`config.mk`:
```
export PLATFORM = sky130hd
export DESIGN_NAME = tmc_timer
export DESIGN_NICKNAME = d
export VERILOG_FILES = /design/src/logic/tmc_pkg.sv /design/src/logic/tmc_clock_select.sv /design/src/logic/tmc_timer.sv
export SDC_FILE = /design/constraint.sdc
export NUM_CORES = 1
export LEC_CHECK = 0
export BUFFER_PORTS_ARGS = -buffer_cell sky130_fd_sc_hd__buf_2
export CAP_MARGIN = 20
export CORE_MARGIN = 4
export CORE_UTILIZATION = 55
export DETAILED_ROUTE_END_ITERATION = 10
export PLACE_DENSITY = 0.86
export SETUP_SLACK_MARGIN = 0.1
export SYNTH_ARGS = -nofsm -noshare
export SYNTH_HDL_FRONTEND = slang
export SYNTH_SLANG_ARGS = --single-unit
```
`constraint.sdc`:
```
create_clock -name REF_CLK -period 6.85 [get_ports REF_CLK]
set_input_delay 0.685 -clock REF_CLK [delete_from_list [all_inputs] [get_ports REF_CLK]]
set_output_delay 0.685 -clock REF_CLK [all_outputs]
set_load 0.02 [all_outputs]
```
`src/logic/tmc_pkg.sv`:
```
// Shared constants, types and register map for the 16-bit timer control block
// Summary of operation
// - Control B bit 5 reads zero, ignores writes
// - Mode code is B[4:3] above A[1:0]
// - Code 0 normal; 1-3 phase PWM 8/9/10
// - Codes 4 and C clear at compare A
// - Codes 5-7 fast PWM 8/9/10 bit top
// - Code 8/9 phase-frequency PWM, capture/compare A top
// - Code A/B phase PWM, capture/compare A top
// - D reserved; E/F fast PWM capture/compare A
// - Select 0 stops; 1-5 divide 1..1024
// - Select 6/7 count external pin fall/rise
// - External pin counts even when driven out
// - Force bits act only in non-PWM modes
// - Force applies compare action from current mode
// - Force sets no event, never clears counter
// - Force bits are strobes, read zero
// - Control C bits 4:0 read-only zero
// - Counter readable and writable as two bytes
// - One shared temporary high byte register
// - Counter write blocks next tick's matches
// - Output mode 0 off,1 toggle,2 clear,3 set
`default_nettype none
package tmc_pkg;
	// Register indices; byte address is index times four
	localparam logic [7:0] IDX_WAVE_CTRL  = 8'h80;
	localparam logic [7:0] IDX_MODE_CLOCK = 8'h81;
	localparam logic [7:0] IDX_FORCE      = 8'h82;
	localparam logic [7:0] IDX_COUNT_LOW  = 8'h84;
	localparam logic [7:0] IDX_COUNT_HIGH = 8'h85;
	localparam logic [7:0] REG_RESET      = 8'h00;
	localparam logic [7:0] MODE_CLOCK_WMASK = 8'hdf;
	localparam logic [7:0] FORCE_READ     = 8'h00;
	localparam int unsigned RES_BIT       = 32'h5;
	localparam int unsigned FORCE_LO      = 32'h5;
	// Waveform mode codes
	localparam logic [3:0] WM_NORMAL     = 4'h0;
	localparam logic [3:0] WM_PC8        = 4'h1;
	localparam logic [3:0] WM_PC9        = 4'h2;
	localparam logic [3:0] WM_PC10       = 4'h3;
	localparam logic [3:0] WM_CTC_A      = 4'h4;
	localparam logic [3:0] WM_FAST8      = 4'h5;
	localparam logic [3:0] WM_FAST9      = 4'h6;
	localparam logic [3:0] WM_FAST10     = 4'h7;
	localparam logic [3:0] WM_PFC_CAP    = 4'h8;
	localparam logic [3:0] WM_PFC_A      = 4'h9;
	localparam logic [3:0] WM_PC_CAP     = 4'ha;
	localparam logic [3:0] WM_PC_A       = 4'hb;
	localparam logic [3:0] WM_CTC_A2     = 4'hc;
	localparam logic [3:0] WM_RESERVED   = 4'hd;
	localparam logic [3:0] WM_FAST_CAP   = 4'he;
	localparam logic [3:0] WM_FAST_A     = 4'hf;
	// Fixed tops
	localparam logic [15:0] TOP_8BIT  = 16'h00ff;
	localparam logic [15:0] TOP_9BIT  = 16'h01ff;
	localparam logic [15:0] TOP_10BIT = 16'h03ff;
	localparam logic [15:0] TOP_MAX   = 16'hffff;
	// Clock select codes and prescaler masks
	localparam logic [2:0] CS_STOP     = 3'h0;
	localparam logic [2:0] CS_DIV1     = 3'h1;
	localparam logic [2:0] CS_DIV8     = 3'h2;
	localparam logic [2:0] CS_DIV64    = 3'h3;
	localparam logic [2:0] CS_DIV256   = 3'h4;
	localparam logic [2:0] CS_DIV1024  = 3'h5;
	localparam logic [2:0] CS_EXT_FALL = 3'h6;
	localparam logic [2:0] CS_EXT_RISE = 3'h7;
	localparam int unsigned PRESCALE_WIDTH = 32'ha;
	localparam logic [9:0] MASK_DIV8    = 10'h007;
	localparam logic [9:0] MASK_DIV64   = 10'h03f;
	localparam logic [9:0] MASK_DIV256  = 10'h0ff;
	localparam logic [9:0] MASK_DIV1024 = 10'h3ff;
	// Compare output modes
	localparam logic [1:0] OM_OFF    = 2'h0;
	localparam logic [1:0] OM_TOGGLE = 2'h1;
	localparam logic [1:0] OM_CLEAR  = 2'h2;
	localparam logic [1:0] OM_SET    = 2'h3;
	// Counting behaviour class
	typedef enum logic [5:0] {
		KIND_NORMAL = 6'b000001,
		KIND_CTC    = 6'b000010,
		KIND_FAST   = 6'b000100,
		KIND_PHASE  = 6'b001000,
		KIND_PHFREQ = 6'b010000,
		KIND_RESV   = 6'b100000
	} tmc_kind_e;
	// Control A layout; index 2 is channel A, 0 is channel C
	typedef struct packed {
		logic [2:0][1:0] out_mode;
		logic [1:0]      waveform_mode_lower;
	} tmc_wave_ctrl_s;
	// Control B layout
	typedef struct packed {
		logic       noise_cancel;
		logic       capture_edge;
		logic       reserved;
		logic [1:0] waveform_mode_upper;
		logic [2:0] clock_prescale_sel;
	} tmc_mode_clock_s;
	// Compare values from the compare register block, index 2 is channel A
	typedef struct packed {
		logic [2:0][15:0] value;
	} tmc_compare_s;
endpackage : tmc_pkg
`default_nettype wire

```
`src/logic/tmc_clock_select.sv`:
```
// Timer clock source selection: prescaler taps and external pin edges
`timescale 1ns/1ps
`default_nettype none
module tmc_clock_select (
	input  wire logic       REF_CLK,
	input  wire logic       RESET,
	input  wire logic [2:0] clock_prescale_sel,
	input  wire logic       ext_count_pin,
	output logic            tick
);
	logic [tmc_pkg::PRESCALE_WIDTH-1:0] prescale_count;
	logic                               pin_prev;

	// Free-running prescaler shared by every divided tap
	always_ff @(posedge REF_CLK) begin
		if (RESET) begin
			prescale_count <= '0;
		end else begin
			prescale_count <= prescale_count + 10'h001;
		end
	end

	// Previous pin sample; the pin is read whatever its direction
	always_ff @(posedge REF_CLK) begin
		if (RESET) begin
			pin_prev <= 1'b0;
		end else begin
			pin_prev <= ext_count_pin;
		end
	end

	// Tick source per clock select code
	always_comb begin
		tick = 1'b0;
		unique case (clock_prescale_sel)
			tmc_pkg::CS_STOP:     tick = 1'b0;
			tmc_pkg::CS_DIV1:     tick = 1'b1;
			tmc_pkg::CS_DIV8:     tick = (prescale_count & tmc_pkg::MASK_DIV8) == tmc_pkg::MASK_DIV8;
			tmc_pkg::CS_DIV64:    tick = (prescale_count & tmc_pkg::MASK_DIV64) == tmc_pkg::MASK_DIV64;
			tmc_pkg::CS_DIV256:   tick = (prescale_count & tmc_pkg::MASK_DIV256) == tmc_pkg::MASK_DIV256;
			tmc_pkg::CS_DIV1024:  tick = prescale_count == tmc_pkg::MASK_DIV1024;
			tmc_pkg::CS_EXT_FALL: tick = pin_prev & ~ext_count_pin;
			tmc_pkg::CS_EXT_RISE: tick = ~pin_prev & ext_count_pin;
		endcase
	end
endmodule : tmc_clock_select
`default_nettype wire

```
`src/logic/tmc_timer.sv`:
```
// 16-bit timer control, counter and force-compare block with Avalon-MM registers
//
// The Avalon-MM slave port is this design's own decision.
`timescale 1ns/1ps
`default_nettype none
module tmc_timer (
	input  wire logic                  REF_CLK,
	input  wire logic                  RESET,
	input  wire logic [9:0]            AVS_ADDRESS,
	input  wire logic                  AVS_READ,
	input  wire logic                  AVS_WRITE,
	input  wire logic [31:0]           AVS_WRITEDATA,
	input  wire logic [3:0]            AVS_BYTEENABLE,
	output logic      [31:0]           AVS_READDATA,
	output logic                       AVS_WAITREQUEST,
	input  wire logic                  EXT_COUNT_PIN,
	input  wire tmc_pkg::tmc_compare_s COMPARE_VALUES,
	input  wire logic [15:0]           CAPTURE_VALUE,
	output logic      [15:0]           COUNT_VALUE,
	output logic                       COUNT_DOWN,
	output logic      [3:0]            WAVEFORM_MODE,
	output logic      [2:0]            COMPARE_MATCH,
	output logic      [2:0]            WAVE_OUT,
	output logic      [2:0]            WAVE_CONNECT,
	output logic      [7:0]            TEMP_HIGH,
	output logic      [1:0]            CAPTURE_CTRL
);
	tmc_pkg::tmc_wave_ctrl_s  wave_ctrl;
	tmc_pkg::tmc_mode_clock_s mode_clock;
	tmc_pkg::tmc_kind_e       kind;
	logic                     ack;
	logic                     addr_ok;
	logic [7:0]               reg_idx;
	logic                     rd_take;
	logic                     wr_take;
	logic [7:0]               wr_byte;
	logic [7:0]               rd_byte;
	logic                     count_wr;
	logic                     force_wr;
	logic [2:0]               force_vec;
	logic                     non_pwm;
	logic                     tick;
	logic                     block;
	logic [15:0]              top;
	logic [2:0]               raw_hit;

	////////////////////////////////////////////////////////////////////////////
	// Avalon-MM slave

	// One wait cycle per access so read data is always from a flop
	always_ff @(posedge REF_CLK) begin
		if (RESET) begin
			ack <= 1'b0;
		end else begin
			ack <= (AVS_READ | AVS_WRITE) & ~ack;
		end
	end

	assign AVS_WAITREQUEST = (AVS_READ | AVS_WRITE) & ~ack;
	assign addr_ok  = AVS_ADDRESS[1:0] == 2'h0;
	assign reg_idx  = AVS_ADDRESS[9:2];
	assign rd_take  = AVS_READ & ~ack & addr_ok;  // First edge of a read
	assign wr_take  = AVS_WRITE & ack & addr_ok & AVS_BYTEENABLE[0];  // Accept edge
	assign wr_byte  = AVS_WRITEDATA[7:0];
	assign count_wr = wr_take & (reg_idx == tmc_pkg::IDX_COUNT_LOW);
	assign force_wr = wr_take & (reg_idx == tmc_pkg::IDX_FORCE);

	// Read mux; unmapped offsets read zero
	always_comb begin
		rd_byte = 8'h00;
		case (reg_idx)
			tmc_pkg::IDX_WAVE_CTRL:  rd_byte = wave_ctrl;
			tmc_pkg::IDX_MODE_CLOCK: rd_byte = mode_clock & tmc_pkg::MODE_CLOCK_WMASK;
			tmc_pkg::IDX_FORCE:      rd_byte = tmc_pkg::FORCE_READ;
			tmc_pkg::IDX_COUNT_LOW:  rd_byte = COUNT_VALUE[7:0];
			tmc_pkg::IDX_COUNT_HIGH: rd_byte = TEMP_HIGH;
			default:                 rd_byte = 8'h00;
		endcase
	end

	// Read data captured on the first edge, held for the accept edge;
	// unaligned reads load zero so stale data never leaks out
	always_ff @(posedge REF_CLK) begin
		if (RESET) begin
			AVS_READDATA <= 32'h0000_0000;
		end else if (AVS_READ && !ack) begin
			AVS_READDATA <= {24'h00_0000, addr_ok ? rd_byte : 8'h00};
		end
	end

	////////////////////////////////////////////////////////////////////////////
	// Control registers

	// Control A: output modes and lower mode bits
	always_ff @(posedge REF_CLK) begin
		if (RESET) begin
			wave_ctrl <= tmc_pkg::REG_RESET;
		end else if (wr_take && reg_idx == tmc_pkg::IDX_WAVE_CTRL) begin
			wave_ctrl <= wr_byte;
		end
	end

	// Control B: reserved bit masked so it never changes
	always_ff @(posedge REF_CLK) begin
		if (RESET) begin
			mode_clock <= tmc_pkg::REG_RESET;
		end else if (wr_take && reg_idx == tmc_pkg::IDX_MODE_CLOCK) begin
			mode_clock <= wr_byte & tmc_pkg::MODE_CLOCK_WMASK;
		end
	end

	assign WAVEFORM_MODE = {mode_clock.waveform_mode_upper,
		wave_ctrl.waveform_mode_lower};
	assign CAPTURE_CTRL  = {mode_clock.noise_cancel, mode_clock.capture_edge};

	// Shared temporary byte: high write stores, low read latches
	always_ff @(posedge REF_CLK) begin
		if (RESET) begin
			TEMP_HIGH <= tmc_pkg::REG_RESET;
		end else if (wr_take && reg_idx == tmc_pkg::IDX_COUNT_HIGH) begin
			TEMP_HIGH <= wr_byte;
		end else if (rd_take && reg_idx == tmc_pkg::IDX_COUNT_LOW) begin
			TEMP_HIGH <= COUNT_VALUE[15:8];
		end
	end

	////////////////////////////////////////////////////////////////////////////
	// Mode decode

	// Class and top value for each code
	always_comb begin
		kind = tmc_pkg::KIND_NORMAL;
		top  = tmc_pkg::TOP_MAX;
		unique case (WAVEFORM_MODE)
			tmc_pkg::WM_NORMAL: begin
				kind = tmc_pkg::KIND_NORMAL;
				top  = tmc_pkg::TOP_MAX;
			end
			tmc_pkg::WM_PC8: begin
				kind = tmc_pkg::KIND_PHASE;
				top  = tmc_pkg::TOP_8BIT;
			end
			tmc_pkg::WM_PC9: begin
				kind = tmc_pkg::KIND_PHASE;
				top  = tmc_pkg::TOP_9BIT;
			end
			tmc_pkg::WM_PC10: begin
				kind = tmc_pkg::KIND_PHASE;
				top  = tmc_pkg::TOP_10BIT;
			end
			tmc_pkg::WM_CTC_A, tmc_pkg::WM_CTC_A2: begin
				kind = tmc_pkg::KIND_CTC;
				top  = COMPARE_VALUES.value[2];
			end
			tmc_pkg::WM_FAST8: begin
				kind = tmc_pkg::KIND_FAST;
				top  = tmc_pkg::TOP_8BIT;
			end
			tmc_pkg::WM_FAST9: begin
				kind = tmc_pkg::KIND_FAST;
				top  = tmc_pkg::TOP_9BIT;
			end
			tmc_pkg::WM_FAST10: begin
				kind = tmc_pkg::KIND_FAST;
				top  = tmc_pkg::TOP_10BIT;
			end
			tmc_pkg::WM_PFC_CAP: begin
				kind = tmc_pkg::KIND_PHFREQ;
				top  = CAPTURE_VALUE;
			end
			tmc_pkg::WM_PFC_A: begin
				kind = tmc_pkg::KIND_PHFREQ;
				top  = COMPARE_VALUES.value[2];
			end
			// Phase correct with capture or compare A top
			tmc_pkg::WM_PC_CAP: begin
				kind = tmc_pkg::KIND_PHASE;
				top  = CAPTURE_VALUE;
			end
			tmc_pkg::WM_PC_A: begin
				kind = tmc_pkg::KIND_PHASE;
				top  = COMPARE_VALUES.value[2];
			end
			// Reserved code holds the counter
			tmc_pkg::WM_RESERVED: begin
				kind = tmc_pkg::KIND_RESV;
				top  = tmc_pkg::TOP_MAX;
			end
			tmc_pkg::WM_FAST_CAP: begin
				kind = tmc_pkg::KIND_FAST;
				top  = CAPTURE_VALUE;
			end
			tmc_pkg::WM_FAST_A: begin
				kind = tmc_pkg::KIND_FAST;
				top  = COMPARE_VALUES.value[2];
			end
		endcase
	end

	assign non_pwm = (kind == tmc_pkg::KIND_NORMAL) || (kind == tmc_pkg::KIND_CTC);

	// Force strobes live one cycle only and need a non-PWM mode
	assign force_vec = (force_wr && non_pwm) ? wr_byte[tmc_pkg::FORCE_LO +: 3] : 3'h0;

	////////////////////////////////////////////////////////////////////////////
	// Counter

	tmc_clock_select u_clock_select (
		.REF_CLK            (REF_CLK),
		.RESET              (RESET),
		.clock_prescale_sel (mode_clock.clock_prescale_sel),
		.ext_count_pin      (EXT_COUNT_PIN),
		.tick               (tick)
	);

	// Software write wins over counting; phase modes run up then down
	always_ff @(posedge REF_CLK) begin
		if (RESET) begin
			COUNT_VALUE <= 16'h0000;
			COUNT_DOWN  <= 1'b0;
		end else if (count_wr) begin
			COUNT_VALUE <= {TEMP_HIGH, wr_byte};
		end else if (tick) begin
			unique case (kind)
				tmc_pkg::KIND_NORMAL: COUNT_VALUE <= COUNT_VALUE + 16'h0001;
				// Clear only on a real compare A match, never a forced one
				tmc_pkg::KIND_CTC: begin
					if (COUNT_VALUE == top && !block) begin
						COUNT_VALUE <= 16'h0000;
					end else begin
						COUNT_VALUE <= COUNT_VALUE + 16'h0001;
					end
				end
				tmc_pkg::KIND_FAST: begin
					if (COUNT_VALUE >= top) begin
						COUNT_VALUE <= 16'h0000;
					end else begin
						COUNT_VALUE <= COUNT_VALUE + 16'h0001;
					end
				end
				tmc_pkg::KIND_PHASE, tmc_pkg::KIND_PHFREQ: begin
					if (!COUNT_DOWN && COUNT_VALUE >= top) begin
						COUNT_DOWN  <= 1'b1;
						COUNT_VALUE <= COUNT_VALUE - 16'h0001;
					end else if (COUNT_DOWN && COUNT_VALUE == 16'h0000) begin
						COUNT_DOWN  <= 1'b0;
						COUNT_VALUE <= COUNT_VALUE + 16'h0001;
					end else if (COUNT_DOWN) begin
						COUNT_VALUE <= COUNT_VALUE - 16'h0001;
					end else begin
						COUNT_VALUE <= COUNT_VALUE + 16'h0001;
					end
				end
				tmc_pkg::KIND_RESV: COUNT_VALUE <= COUNT_VALUE;
			endcase
		end
	end

	// Block armed by a counter write, spent on the next tick; arming wins
	always_ff @(posedge REF_CLK) begin
		if (RESET) begin
			block <= 1'b0;
		end else if (count_wr) begin
			block <= 1'b1;
		end else if (tick) begin
			block <= 1'b0;
		end
	end

	////////////////////////////////////////////////////////////////////////////
	// Compare channels, index 2 = A, 1 = B, 0 = C

	for (genvar i = 0; i < 3; i++) begin : g_chan
		logic [1:0] om;
		assign om = wave_ctrl.out_mode[i];
		assign raw_hit[i] = tick & ~block & ~count_wr &
			(COUNT_VALUE == COMPARE_VALUES.value[i]);
		assign WAVE_CONNECT[i] = om != tmc_pkg::OM_OFF;

		// Event pulse for the flag logic; forced compares never reach it
		always_ff @(posedge REF_CLK) begin
			if (RESET) begin
				COMPARE_MATCH[i] <= 1'b0;
			end else begin
				COMPARE_MATCH[i] <= raw_hit[i];
			end
		end

		// Waveform bit; the mode bits of the same cycle decide a forced effect
		always_ff @(posedge REF_CLK) begin
			if (RESET) begin
				WAVE_OUT[i] <= 1'b0;
			end else if (non_pwm) begin
				if (raw_hit[i] || force_vec[i]) begin
					unique case (om)
						tmc_pkg::OM_OFF:    WAVE_OUT[i] <= WAVE_OUT[i];
						tmc_pkg::OM_TOGGLE: WAVE_OUT[i] <= ~WAVE_OUT[i];
						tmc_pkg::OM_CLEAR:  WAVE_OUT[i] <= 1'b0;
						tmc_pkg::OM_SET:    WAVE_OUT[i] <= 1'b1;
					endcase
				end
			end else if (raw_hit[i] && om[1]) begin
				// PWM: clear mode drops on an up match, rises on a down match
				WAVE_OUT[i] <= om[0] ^ COUNT_DOWN;
			end else if (tick && !count_wr && kind == tmc_pkg::KIND_FAST &&
				COUNT_VALUE >= top && om[1]) begin
				WAVE_OUT[i] <= ~om[0];
			end
		end
	end

	////////////////////////////////////////////////////////////////////////////
	// Checks

	a_res_bit_zero: assert property (@(posedge REF_CLK) disable iff (RESET)
		(rd_take && reg_idx == tmc_pkg::IDX_MODE_CLOCK) |=> !AVS_READDATA[tmc_pkg::RES_BIT])
		else $error("reserved control bit read as one");

	a_force_reads_zero: assert property (@(posedge REF_CLK) disable iff (RESET)
		(rd_take && reg_idx == tmc_pkg::IDX_FORCE) |=> AVS_READDATA == 32'h0000_0000)
		else $error("force register read not zero");

	a_stop_holds: assert property (@(posedge REF_CLK) disable iff (RESET)
		(mode_clock.clock_prescale_sel == tmc_pkg::CS_STOP && !count_wr)
		|=> $stable(COUNT_VALUE))
		else $error("counter moved while stopped");

	a_div1_counts: assert property (@(posedge REF_CLK) disable iff (RESET)
		(mode_clock.clock_prescale_sel == tmc_pkg::CS_DIV1 &&
		kind == tmc_pkg::KIND_NORMAL && !count_wr)
		|=> COUNT_VALUE == $past(COUNT_VALUE) + 16'h0001)
		else $error("normal undivided count did not step");

	a_ext_rise_counts: assert property (@(posedge REF_CLK) disable iff (RESET)
		(mode_clock.clock_prescale_sel == tmc_pkg::CS_EXT_RISE &&
		kind == tmc_pkg::KIND_NORMAL && !count_wr && $rose(EXT_COUNT_PIN))
		|=> COUNT_VALUE == $past(COUNT_VALUE) + 16'h0001)
		else $error("rising pin edge not counted");

	a_force_sets_a: assert property (@(posedge REF_CLK) disable iff (RESET)
		(force_vec[2] && wave_ctrl.out_mode[2] == tmc_pkg::OM_SET) |=> WAVE_OUT[2])
		else $error("forced set on channel A missed");

	a_force_no_event: assert property (@(posedge REF_CLK) disable iff (RESET)
		(|force_vec && !tick) |=> COMPARE_MATCH == 3'h0)
		else $error("forced compare raised an event");

	a_pwm_force_off: assert property (@(posedge REF_CLK) disable iff (RESET)
		(force_wr && !non_pwm && !tick) |=> $stable(WAVE_OUT))
		else $error("force acted in a PWM mode");

	a_write_blocks: assert property (@(posedge REF_CLK) disable iff (RESET)
		(block && tick && !count_wr) |=> COMPARE_MATCH == 3'h0)
		else $error("match seen on blocked tick");

	a_temp_latch: assert property (@(posedge REF_CLK) disable iff (RESET)
		(rd_take && reg_idx == tmc_pkg::IDX_COUNT_LOW)
		|=> TEMP_HIGH == $past(COUNT_VALUE[15:8]))
		else $error("low read did not latch high byte");

	a_count_commit: assert property (@(posedge REF_CLK) disable iff (RESET)
		count_wr |=> COUNT_VALUE == {$past(TEMP_HIGH), $past(AVS_WRITEDATA[7:0])})
		else $error("low write did not commit both bytes");
endmodule : tmc_timer
`default_nettype wire

```
==> impl_metrics.toml <==
[yosys]
netlist_top_cells_area = "dfxtp_1 24%, xnor2_1 9.0%, nor2_1 5.7%, a21oi_1 4.6%, ha_1 4.4%"
synthArstFlopShare_pct = 0
yosysTopAreaCell = "dfxtp_1"
yosysUniqueCellTypes = 69
ys.flop_type = "dfxtp_1"
netlist_area_um2 = 5650
synth_top_area_share_pct = 23.8
ys_top_cells_by_count = "86 x nor2_1, 67 x dfxtp_1, 58 x xnor2_1"
ys_warn_count = 0
yosysSeqAreaShare_pct = 23.8
synth-edff-count = 0
ys_ff_latch = 67
synth_most_common_cell = "nor2_1"
synth_cells = 730
syn_area_per_cell_um2 = 7.74

[power_and_ir_drop]
max-vdd-ir-drop_mv = 0.149
p_leak_nw = 2.72
power_density_nw_per_um2 = 130

[place]
dp_slack_ns = 2.52
gp_congestion = 0.999
placed_area_um2 = 6210
io_buffer_count = 136
dp_hpwl_um = 12500

[setup_path]
required_ns = 7.11
cp-end-kind = "flip-flop"
path_max_fanout = 20
cp.arrival_ns = 4.73
ff2ff_setup_slack_ns = 2.39
criticalPathCategory = "reg2reg"
start_kind = "flip-flop"

[route]
drtIter0Drc = 757
vias = 5903
dr.pass1.iters = 6
ant_nets = 0
viasPerCell = 6.11
wirelength_um = 17200
wl_per_cell_um = 17.8
drc = 0

[sta]
fin_crit_sh_pct = 65.1
fmax_mhz = 224
skew_ns = 0.00568
drv_slew = 0
period_needed_ns = 4.46
fin_ws_ns = 2.39
grt_setup_unrepaired = "false"
hold_viol_final = 0
setup_viol = 0
setup-tns-final_ns = 0
worst_pin_slew_ns = 0.960
slew_headroom_pct = 35.5

[global_route]
grt_pass1_wl_um = 26800
grt_overflow = 0
grt_pass1_vias = 5487
antenna_found_initial = 0
grt_max_degree = 70
grt_use_total_pct = 28.2

[clock_tree]
root_buffer = "clkbuf_8"
post_cts_buffers = 0
cts_tree = "done"
clk_path_buf_depth = 2
clk_pin_slew_worst_paths_ns = 0.07
hold_buffers = 0
cts.sinks = 67
worstSkewPairLatency_ns = 0.35
cts_made_buffers = 9
h-tree-depth = 3
cts_resized = 0

[floorplan]
die_area_um2 = 12000
rows = 36
core_area_um2 = 9860
die_width_um = 109
die_y_um = 109
io_pins = 188
initial_utilization_pct = 57.2

[job]
max_cap_violations = 0

[finish]
drive_above_1_share_pct = 23.4
fin_area_um2 = 6420
final_nets = 963
area_growth_pct = 13.6
diodes = 0

[worst_hold_path]
min-delay-path-class = "reg2reg"

[outcome]
status = "completed"
-- state kept, by name, summed over array words and instances (netlist names) --
register                       cells
CAPTURE_CTRL                       2
COUNT_VALUE                       16
block                              1
mode_clock                         3
u_clock_select.prescale_count     10
AVS_READDATA                       8
COMPARE_MATCH                      3
WAVEFORM_MODE                      4
ack                                1
TEMP_HIGH                          8
g_chan.om                          6
COUNT_DOWN                         1
u_clock_select.pin_prev            1
WAVE_OUT                           3
-- per-layer routing --
metal | part of all wire (%) | vias to the layer above | wire length (um) | global-route usage [%]
met1 | 39 | 2719 | 6650 | 36.6
li1 | - | 2787 | - | -
met4 | 3.1 | 0 | 530 | 10.8
met3 | 11 | 53 | 1890 | 4.87
met5 | 0 | - | 0 | 0
met2 | 47 | 344 | 8160 | 46.9
-- cell usage in the layout, fill, tap and decap left out, types with 8 or more instances in the layout --
cell / instances
clkbuf_8: 9
a22oi_1: 18
ha_1: 20
nor2_1: 86
inv_1: 19
and3_1: 13
conb_1: 24
o21ai_0: 27
a21oi_1: 52
mux2_2: 9
xor2_1: 11
o32ai_1: 8
nand3_1: 26
nand4_1: 18
nor4_1: 13
mux2i_1: 18
buf_2: 136
dfxtp_1: 67
nor3_1: 17
xnor2_1: 58
nand2_1: 55
-- where the power goes --
part / internal (W) / leakage (nW) / total, W / switching [W]
Sequential: 0.000392 / 0.541 / 0.000394 / 0.00000198
Clock: 0.000204 / 0.103 / 0.000352 / 0.000148
Combinational: 0.0000373 / 2.07 / 0.0000878 / 0.0000505
Total: 0.000633 / 2.72 / 0.000834 / 0.000201
-- worst paths after layout --
kind	from	to	cells after the start
hold / removal	ack$_SDFF_PP0_	ack$_SDFF_PP0_	1
setup reg to reg	WAVEFORM_MODE[1]$_SDFFE_PP0P_	COUNT_VALUE[11]$_SDFFE_PP0P_	14
hold reg to reg	ack$_SDFF_PP0_	ack$_SDFF_PP0_	1
setup / recovery	WAVEFORM_MODE[1]$_SDFFE_PP0P_	COUNT_VALUE[11]$_SDFFE_PP0P_	14
-- critical path: stages, from the launching register on --
cell	delay, ns
dfxtp_1	0.70
inv_1	0.15
nand2_1	0.54
nand2_1	0.37
o32ai_1	0.26
ha_1	0.33
a21oi_1	0.13
a21boi_0	0.11
o31ai_1	0.17
and4_1	0.36
a21oi_2	0.15
o21ai_2	0.42
a22oi_1	0.17
o2111a_1	0.29
nor4_2	0.23
-- stage by stage --
step	hold slack, ns	utilization [%]	cells	total power, W
2_1_floorplan	0.426	-	753	0.000460
3_3_place_gp	0.440	62.9	950	0.000487
3_5_place_dp	0.454	62.9	950	0.000488
4_1_cts	0.464	65.0	966	0.000834
5_1_grt	0.495	65.0	966	0.000860
6_report	0.461	65.0	966	0.000834
-- area by class of cell --
cell class              instances  area [um2]
clock buffers                  11         131
well taps                     133         166
multi-input cells             588        3890
repair buffers                143         733
flip-flops and latches         67        1340
fillers                       860        3450
clock inverters                 5        77.6
inverters                      19        71.3
-- logic make-up (layout without fill, tap and decap cells) --
group / count (synthesis) / count (layout) / synth area share, %
xor+xnor: 69 / 69 / 10.7
mux: 35 / 35 / 7.98
buf+inv: 98 / 178 / 8.80
fa+ha+maj: 20 / 20 / 4.43
compound gates: 169 / 169 / 19.9
other cells: 1 / 24 / 0.0664
simple gates: 271 / 271 / 24.4
flops: 67 / 67 / 23.8
Power figures use the tool's default switching activity.
